### src/pcr_regs.vh
`ifndef PCR_REGS_VH
`define PCR_REGS_VH

// ------------------------------------------------------------
// register addresses (5-bit space)
// ------------------------------------------------------------
`define PCR_ADDR_IDENT      5'h00
`define PCR_ADDR_ENCTL      5'h01
`define PCR_ADDR_INDIRECT   5'h05

// ------------------------------------------------------------
// read pointer / soft reset write fields
// ------------------------------------------------------------
`define PCR_RPTR_MSB        4
`define PCR_SOFTRST_BIT     5

// ------------------------------------------------------------
// enable control fields and reset value
// ------------------------------------------------------------
`define PCR_ENCTL_W         10
`define PCR_ENCTL_RST       10'h002
`define PCR_EN_PINSEL_BIT   0
`define PCR_EN_SOFT_BIT     1
`define PCR_HOLD_LSB        2
`define PCR_HOLD_MSB        7

// ------------------------------------------------------------
// indirect register fields
// ------------------------------------------------------------
`define PCR_IND_W           16
`define PCR_IND_RST         16'h0000
`define PCR_TGT_MSB         2
`define PCR_SUBREG_LSB      3
`define PCR_SUBREG_MSB      6
`define PCR_DATA_LSB        7
`define PCR_DATA_MSB        15

// ------------------------------------------------------------
// link timing
// ------------------------------------------------------------
`define PCR_CORE_CLK_MHZ    10
`define PCR_FSM_MAX_MHZ     50
`define PCR_LAST_BIT        4'hF

`endif

### src/pcr_config_regs.v
// Notes on behaviour
// - sixteen-bit internal link to VCO subsystem
// - link clocked by calibration clock, rate field
// - each indirect write forwarded MSB first
// - packet: target, sub-register, nine data bits
// - calibration overwrites only the data field
// - reset packet: tune off, caps, core select
// - address zero reads fixed identity value
// - address zero write sets open-mode read pointer
// - bit five of address zero soft-resets port
// - bit zero picks pin or software enable
// - bit one is software enable, resets high
// - bits two to seven hold blocks powered
`timescale 1ns/10ps
`include "pcr_regs.vh"

module pcr_config_regs #(
  parameter [23:0] IDENT_VALUE = 24'h5A0C31  // arbitrary value, not a real part code
) (
  // clock and reset
  input  wire        core_clk,
  input  wire        rstn,
  // register port from the serial front end
  input  wire        regWrEn,
  input  wire        regRdEn,
  input  wire [4:0]  regAddr,
  input  wire [23:0] regWrData,
  output wire        regWrReady,
  output reg  [23:0] regRdData_q,
  // open-mode read-back word for the next serial cycle
  input  wire        openMode,
  output reg  [23:0] openRdData_q,
  output reg         softResetPulse_q,
  // calibration machine access to the data field
  input  wire        calWrEn,
  input  wire [8:0]  calWrData,
  output wire        calWrReady,
  // link rate code from the calibration settings
  input  wire [1:0]  linkRateSel,
  // internal vco link
  output reg         vcoLinkClk_q,
  output reg         vcoLinkData_q,
  output reg         vcoLinkFrame_q,
  output wire        vcoLinkBusy,
  // enable control
  input  wire        extEnablePin,
  output wire        synthEnable,
  output wire        biasOn,
  output wire        phaseDetOn,
  output wire        chargePumpOn,
  output wire        refBufferOn,
  output wire        divBufferOn,
  output wire        gpoDriverOn
);

  // ------------------------------------------------------------
  // state
  // ------------------------------------------------------------
  localparam [1:0] LS_IDLE  = 2'b00;
  localparam [1:0] LS_LOW   = 2'b01;
  localparam [1:0] LS_HIGH  = 2'b10;

  reg [`PCR_RPTR_MSB:0]    readPtr_q;
  reg [`PCR_ENCTL_W-1:0]   enCtl_q;
  reg [`PCR_IND_W-1:0]     indirect_q;
  reg                      pend_q;
  reg [`PCR_IND_W-1:0]     shift_q;
  reg [3:0]                bitCnt_q;
  reg [1:0]                linkSt_q;
  reg [7:0]                divCnt_q;

  wire wrIdent;
  wire wrEnCtl;
  wire wrInd;
  wire calTake;
  wire tick;
  wire [7:0] halfPeriod;

  // ------------------------------------------------------------
  // shared register read mux
  // ------------------------------------------------------------
  function [23:0] regValue;
    input [4:0] a;
    begin
      case (a)
        `PCR_ADDR_IDENT:    regValue = IDENT_VALUE;
        `PCR_ADDR_ENCTL:    regValue = {14'h0000, enCtl_q};
        `PCR_ADDR_INDIRECT: regValue = {8'h00, indirect_q};
        default:            regValue = 24'h000000;
      endcase
    end
  endfunction

  // ------------------------------------------------------------
  // write decode and back-pressure
  // ------------------------------------------------------------
  // a queued packet holds the indirect register until the link
  // takes it, so a newer write waits instead of clobbering it
  assign regWrReady = !(regAddr == `PCR_ADDR_INDIRECT && pend_q);
  assign calWrReady = !pend_q;
  assign wrIdent    = regWrEn && regAddr == `PCR_ADDR_IDENT;
  assign wrEnCtl    = regWrEn && regAddr == `PCR_ADDR_ENCTL;
  assign wrInd      = regWrEn && regWrReady && regAddr == `PCR_ADDR_INDIRECT;
  assign calTake    = calWrEn && !pend_q && !wrInd;

  // ------------------------------------------------------------
  // address zero: read pointer and soft reset
  // ------------------------------------------------------------
  // identity is a constant, so a write here never reaches it
  always @(posedge core_clk or negedge rstn) begin
    if (!rstn) begin
      readPtr_q        <= 5'h00;
      softResetPulse_q <= 1'b0;
    end else begin
      softResetPulse_q <= wrIdent && regWrData[`PCR_SOFTRST_BIT];
      if (wrIdent && regWrData[`PCR_SOFTRST_BIT]) begin
        readPtr_q <= 5'h00;
      end else if (wrIdent && openMode) begin
        readPtr_q <= regWrData[`PCR_RPTR_MSB:0];
      end
    end
  end

  // ------------------------------------------------------------
  // read data: direct read and open-mode pointer read
  // ------------------------------------------------------------
  // the open-mode word is re-sampled every cycle so the next
  // serial cycle always shifts out current contents
  always @(posedge core_clk or negedge rstn) begin
    if (!rstn) begin
      regRdData_q  <= 24'h000000;
      openRdData_q <= 24'h000000;
    end else begin
      if (regRdEn) begin
        regRdData_q <= regValue(regAddr);
      end
      openRdData_q <= regValue(readPtr_q);
    end
  end

  // ------------------------------------------------------------
  // enable control register
  // ------------------------------------------------------------
  // reserved bits 9:8 are stored and read back, nothing uses them
  always @(posedge core_clk or negedge rstn) begin
    if (!rstn) begin
      enCtl_q <= `PCR_ENCTL_RST;
    end else if (wrEnCtl) begin
      enCtl_q <= regWrData[`PCR_ENCTL_W-1:0];
    end
  end

  // enable source select and per-block keep-alive overrides
  assign synthEnable  = enCtl_q[`PCR_EN_PINSEL_BIT] ? extEnablePin
                                                    : enCtl_q[`PCR_EN_SOFT_BIT];
  assign biasOn       = synthEnable | enCtl_q[2];
  assign phaseDetOn   = synthEnable | enCtl_q[3];
  assign chargePumpOn = synthEnable | enCtl_q[4];
  assign refBufferOn  = synthEnable | enCtl_q[5];
  assign divBufferOn  = synthEnable | enCtl_q[6];
  assign gpoDriverOn  = synthEnable | enCtl_q[`PCR_HOLD_MSB];

  // ------------------------------------------------------------
  // indirect register and forwarding request
  // ------------------------------------------------------------
  // calibration only replaces the data field; target and
  // sub-register keep what the host last wrote
  always @(posedge core_clk or negedge rstn) begin
    if (!rstn) begin
      indirect_q <= `PCR_IND_RST;
      pend_q     <= 1'b0;
    end else begin
      if (wrInd) begin
        indirect_q <= regWrData[`PCR_IND_W-1:0];
      end else if (calTake) begin
        indirect_q[`PCR_DATA_MSB:`PCR_DATA_LSB] <= calWrData;
      end
      // a new request wins over the link taking the old one
      if (wrInd || calTake) begin
        pend_q <= 1'b1;
      end else if (linkSt_q == LS_IDLE) begin
        pend_q <= 1'b0;
      end
    end
  end

  // ------------------------------------------------------------
  // link bit-rate divider
  // ------------------------------------------------------------
  // half period is 2^code core cycles; at the core rate used
  // here even code 0 stays below the calibration clock limit
  assign halfPeriod = 8'h01 << linkRateSel;
  assign tick       = (divCnt_q == halfPeriod - 8'h01);

  always @(posedge core_clk or negedge rstn) begin
    if (!rstn) begin
      divCnt_q <= 8'h00;
    end else if (linkSt_q == LS_IDLE || tick) begin
      divCnt_q <= 8'h00;
    end else begin
      divCnt_q <= divCnt_q + 8'h01;
    end
  end

  // ------------------------------------------------------------
  // internal vco link shifter
  // ------------------------------------------------------------
  // data changes while the clock is low and is sampled by the
  // subsystem on the rising edge; sixteen bits, MSB first
  always @(posedge core_clk or negedge rstn) begin
    if (!rstn) begin
      linkSt_q       <= LS_IDLE;
      shift_q        <= 16'h0000;
      bitCnt_q       <= 4'h0;
      vcoLinkClk_q   <= 1'b0;
      vcoLinkData_q  <= 1'b0;
      vcoLinkFrame_q <= 1'b0;
    end else begin
      case (linkSt_q)
        LS_IDLE: begin
          vcoLinkClk_q <= 1'b0;
          if (pend_q) begin
            shift_q        <= indirect_q;
            vcoLinkData_q  <= indirect_q[`PCR_IND_W-1];
            vcoLinkFrame_q <= 1'b1;
            bitCnt_q       <= 4'h0;
            linkSt_q       <= LS_LOW;
          end
        end
        LS_LOW: begin
          if (tick) begin
            vcoLinkClk_q <= 1'b1;
            linkSt_q     <= LS_HIGH;
          end
        end
        LS_HIGH: begin
          if (tick) begin
            vcoLinkClk_q <= 1'b0;
            if (bitCnt_q == `PCR_LAST_BIT) begin
              vcoLinkFrame_q <= 1'b0;
              vcoLinkData_q  <= 1'b0;
              linkSt_q       <= LS_IDLE;
            end else begin
              shift_q       <= {shift_q[`PCR_IND_W-2:0], 1'b0};
              vcoLinkData_q <= shift_q[`PCR_IND_W-2];
              bitCnt_q      <= bitCnt_q + 4'h1;
              linkSt_q      <= LS_LOW;
            end
          end
        end
        default: begin
          linkSt_q <= LS_IDLE;
        end
      endcase
    end
  end

  assign vcoLinkBusy = (linkSt_q != LS_IDLE) || pend_q;

endmodule

### config.mk
export PLATFORM = sky130hd
export DESIGN_NAME = pcr_config_regs
export DESIGN_NICKNAME = d
export VERILOG_FILES = /design/src/pcr_config_regs.v
export VERILOG_INCLUDE_DIRS = /design/src
export SDC_FILE = /design/constraint.sdc
export NUM_CORES = 1
export LEC_CHECK = 0
export ABC_CLOCK_PERIOD_IN_PS = 3800
export BUFFER_PORTS_ARGS = -buffer_cell sky130_fd_sc_hd__buf_4
export CAP_MARGIN = 20
export CORE_MARGIN = 2
export CORE_UTILIZATION = 55
export CTS_BUF_LIST = sky130_fd_sc_hd__clkbuf_8
export DETAILED_ROUTE_END_ITERATION = 8
export PLACE_DENSITY = 0.89
export SYNTH_ARGS = -nofsm -noshare
export SYNTH_HDL_FRONTEND = slang
export SYNTH_SLANG_ARGS = --single-unit
### constraint.sdc
create_clock -name core_clk -period 3.8 [get_ports core_clk]
set_input_delay 0.57 -clock core_clk [delete_from_list [all_inputs] [get_ports core_clk]]
set_output_delay 0.57 -clock core_clk [all_outputs]
set_load 0.05 [all_outputs]
After elaboration in Yosys (flattened, before gate mapping)
Index checks and enable logic that the tools add are counted.
{"block": "totals", "ff_bits": 113, "in_bits": 47, "wordCells": 101}
{"block": "classes", "add_sub_neg": 3, "n_eq_ne": 13, "shifts": 1, "muxes": 34, "n_bitwise": 6, "n_reduce_logical": 29}
{"op": "$pmux 23 s3", "count": 2}
{"op": "$mux 15", "count": 3}
{"op": "$pmux 15 s2", "count": 1}
{"op": "$mux 9", "count": 2}
{"op": "$mux 1", "count": 12}
{"op": "$mux 4", "count": 3}
{"op": "$eq 5x1->1 const B", "count": 2}
{"op": "$eq 5x3->1 const B", "count": 2}
{"op": "$logic_not 5->1", "count": 2}
{"op": "$mux 5", "count": 2}
{"op": "$ne 2x2->1 const B", "count": 5}
{"op": "$reduce_bool 2->1", "count": 5}
{"op": "$logic_and 1x1->1", "count": 9}
{"op": "$reduce_and 3->1", "count": 3}
{"op": "$add 8x1->8 const B", "count": 1}
{"op": "$eq 8x8->1", "count": 1}
{"op": "$mux 8", "count": 1}
{"op": "$pmux 4 s2", "count": 1}
{"op": "$reduce_and 4->1", "count": 2}
{"op": "$shl 1x2->8 const A", "count": 1}
{"op": "$sub 8x1->8 const B", "count": 1}
{"op": "$mux 2", "count": 3}
{"op": "$or 1x1->1", "count": 6}
{"op": "$pmux 2 s3", "count": 1}
{"op": "other kinds (10)", "count": 15}

Depth between registers and ports, before layout
{"block": "depth", "depth_word": 9, "depth_mapped": 6}

Least setup slack after synthesis
OpenSTA, ideal clock, no wires.
{"block": "synth_path", "path_type": "input port to output port", "start": "input port regAddr[1]", "end": "output port regWrReady", "arrival_time_ns": 1.817, "t_required_ns": 3.230, "path_slack_ns": 1.413, "path_stages": 5, "path_cell_list": "nor4b_2 and2_0 clkbuf_1 buf_2 nand2_1"}
{"block": "synth_via", "elab_chain_len": 3}
{"element": "start, declared", "line_no": "pcr_config_regs.v:26", "text": "input wire [4:0] regAddr,"}
{"element": "$eq 5x3->1"}
{"element": "$logic_and 1x1->1", "line_no": "pcr_config_regs.v:99", "text": "assign regWrReady = !(regAddr == `PCR_ADDR_INDIRECT && pend_q);"}
{"element": "$logic_not 1->1", "line_no": "pcr_config_regs.v:99"}
{"element": "end, declared", "line_no": "pcr_config_regs.v:28", "text": "output wire regWrReady,"}
No other way between the ends.

Worst setup path in the final report
{"block": "layout_path", "start": "register linkSt_q[1]", "end": "register shift_q[6]"}
{"block": "layout_via", "elab_chain_len": 3, "word_cells_on_any_way": 8}
{"element": "start, declared", "line_no": "pcr_config_regs.v:69", "text": "reg [1:0] linkSt_q;"}
{"element": "start signal, assigned", "line_no": "pcr_config_regs.v:212", "text": "linkSt_q <= LS_IDLE;"}
{"element": "start signal, assigned", "line_no": "pcr_config_regs.v:227", "text": "linkSt_q <= LS_LOW;"}
{"element": "start signal, assigned", "line_no": "pcr_config_regs.v:233", "text": "linkSt_q <= LS_HIGH;"}
{"element": "$eq 2x2->1 / $logic_not 2->1 (equally long branches)", "line_no": "pcr_config_regs.v:219", "text": "case (linkSt_q)"}
{"element": "$ne 2x2->1 (no source line) / $reduce_bool 2->1 (equally long branches)"}
{"element": "$reduce_and 4->1 (no source line)"}
{"element": "end signal, assigned", "line_no": "pcr_config_regs.v:223", "text": "shift_q <= indirect_q;"}
{"element": "end signal, assigned", "line_no": "pcr_config_regs.v:244", "text": "shift_q <= {shift_q[`PCR_IND_W-2:0], 1'b0};"}
{"element": "end, declared", "line_no": "pcr_config_regs.v:67", "text": "reg [`PCR_IND_W-1:0] shift_q;"}
Parallel ways exist; a longest one is shown, timed or not.
A chain may end at the register's enable or synchronous reset.

==> flow_metrics.tcl <==
set metrics [dict create \
    status "completed" \
    syn_inst 397 \
    synth_compound_gate_area_share 0.1110 \
    htree_levels 3 \
    drcViolationCount 0 \
    grt_pass1_wl_um 16660 \
    drtIter0Drc 301 \
    synth_fa_ha_area_frac 0.005493 \
    clock.fmax_mhz 409.1 \
    r2r-end "shift_q[6]$_DFFE_PN0P_" \
    final_nets 528 \
    row_count 33 \
    fin_crit_ns 2.444 \
    syn_to_final_growth_pct 20.05 \
    antenna_found_initial 0 \
    ys_top_cells_by_count "dfrtp_1 (98), mux2_2 (42), nor2_1 (27)" \
    fin_skew_ns 0.009765 \
    reg2reg_depth 3 \
    setup-tns-final_ns 0 \
    cp.arrival_ns 2.69 \
    cts_setup_buffers 0 \
    grt.total_usage 0.2442 \
    place.gp.congestion 0.8366 \
    wl_per_cell_um 17.48 \
    critPathKind "reg2reg" \
    ys_warn_count 0 \
    path_clk_slew_ns 0.09 \
    min_path_type "in2async" \
    syn_avg_cell_area_um2 11.48 \
    synth_seq_area_share 0.5441 \
    synth_top_area_share 0.5383 \
    cts.path.max_buffers 2 \
    ys.flop_type "dfrtp_1" \
    regToRegStartpoint "linkSt_q[1]$_DFFE_PN0P_" \
    vias 3314 \
    finalSetupViolations 0 \
    topRoutingLayerUsed "met4" \
    fin_util 0.6724 \
    required_ns 4.05 \
    drive_above_1_share 0.3430 \
    antennaDiodeCount 0 \
    rsz0062_at_grt "no" \
    drv_cap 0 \
    clock_latency_ns 0.36 \
    setup_ws_ns 1.356 \
    grt_pass1_vias 3354 \
    grt_max_degree 88 \
    dr_wl_met2_um 5086 \
    endpoint_kind "register" \
    numClockSinks 99 \
    die_area_um2 9027 \
    cts_hold_buf 0 \
    synth-seq-cells 99 \
    preCtsSetupSlack_ns 1.140 \
    numCtsBuffers 9 \
    start_util 0.5601 \
    wl_met3_um 515 \
    ios 109 \
    ys_top_cells_by_area "dfrtp_1 (54%), mux2_2 (10%), a22oi_1 (2.6%)" \
    syn_area_um2 4556 \
    dr.pass1.iters 5 \
    worstMarginPinSlew_ns 0.9119 \
    cts_tree "yes" \
    finalHoldViolations 0 \
    synth_edf_count 0 \
    synth_xor_area_frac 0.01154 \
    post_cts_resized 0 \
    yosys.area_share.simple 0.1217 \
    maxSlewHeadroom 0.3921 \
    synth_top_family_by_area "multiplexers" \
    finalCritPeriodShare 0.6432 \
    die_x_um 95.01 \
    leakage_nw 2.625 \
    synth_area_leader_cell "dfrtp_1" \
    drtAntennaViolNets 0 \
    viasPerCell 5.626 \
    grt_overflow_total 0 \
    core_um2 8134 \
    maxSlewViolCount 0 \
    muxShareOfSynthArea 0.1511 \
    reg2reg_slack_ns 1.36 \
    max-vdd-ir-drop_mv 0.3602 \
    synthArstFlopShare 1.000 \
    startpoint_type "register" \
    portBuffers 92 \
    root_buffer "clkbuf_8" \
    ys_types 54 \
    dp_hpwl_um 7297 \
    p_per_area_nw_per_um2 615.0 \
    die_y_um 95.01 \
    met1_length_um 4390 \
    critical_path.max_fanout 25 \
    wirelength_um 10300 \
    yosysMostFrequentCell "dfrtp_1" \
]
## logic make-up after synthesis
| logic type | Yosys count |
|---|---|
| and+or+nand+nor | 106 |
| DFF | 99 |
| AOI/OAI and AO/OA | 75 |
| muxes | 60 |
| buffers and inverters | 48 |
| xor gates and xnor gates | 6 |
| adders and majority gates | 2 |
| other | 1 |
## registers in the layout, indices dropped and copies added (netlist names)
| name | count |
|---|---|
| openRdData_q | 17 |
| regRdData_q | 17 |
| indirect_q | 16 |
| shift_q | 15 |
| enCtl_q | 10 |
| divCnt_q | 8 |
| readPtr_q | 5 |
| bitCnt_q | 4 |
| linkSt_q | 2 |
| pend_q | 1 |
| softResetPulse_q | 1 |
| vcoLinkClk_q | 1 |
| vcoLinkData_q | 1 |
| vcoLinkFrame_q | 1 |
## worst max-delay path: stages, from the launching register on
cell and delay, ns:
dfrtp_1 0.95, nor3_1 0.35, a21oi_4 0.61, mux2_2 0.41
## final cells by class
class                           count  area [µm²]
Fill cell                         554        2665
Sequential cell                    99        2479
Clock buffer                       12       165.2
Tap cell                          105       131.4
Timing Repair Buffer               95       733.2
Multi-Input combinational cell    257        1856
Clock inverter                      4       41.29
Inverter                           17       63.81
## metrics by stage
step	total power, mW	hold WS, ns	cell area (µm²)	cells
detailed placement	2.676	0.4922	5235	572
global route	3.527	0.02556	5469	589
finish	3.364	0.02696	5469	589
CTS	3.369	0.4319	5441	588
global placement	2.620	0.4788	5235	572
floorplan	2.341	0.2744	4582	404
## where the power goes
part / total (mW) / switching, mW / internal (mW)
registers: 1.53 / 0.256 / 1.27
clock network: 0.693 / 0.341 / 0.352
logic: 1.14 / 0.662 / 0.480
total: 3.36 / 1.26 / 2.11
## cells in the final DEF, fill, tap and decap left out, types with 12 or more instances in the layout
master / instances
o21ai_0: 18
nand2_1: 22
nor2_1: 27
nand3_1: 12
a22oi_1: 16
inv_1: 20
buf_4: 94
clkbuf_8: 12
mux2_2: 42
dfrtp_1: 98
## layer usage
layer / track usage / up-vias
met1: 0.3268 / 1629
met5: 0 / -
met3: 0.03953 / 26
met2: 0.3930 / 117
li1: - / 1542
met4: 0.1147 / 0
## worst max-delay path by stage
stage,startpoint,cells after the start,slack (ns),end
2_1_floorplan,regAddr[1],5,1.41,regWrReady
3_3_place_gp,regAddr[1],5,1.19,indirect_q[0]$_DFFE_PN0N_
3_5_place_dp,regAddr[1],5,1.14,indirect_q[4]$_DFFE_PN0N_
4_1_cts,linkSt_q[1]$_DFFE_PN0P_,3,1.34,shift_q[2]$_DFFE_PN0P_
5_1_grt,linkSt_q[1]$_DFFE_PN0P_,3,1.20,shift_q[6]$_DFFE_PN0P_
6_report,linkSt_q[1]$_DFFE_PN0P_,3,1.36,shift_q[6]$_DFFE_PN0P_
(Power assumes the default switching activity.)
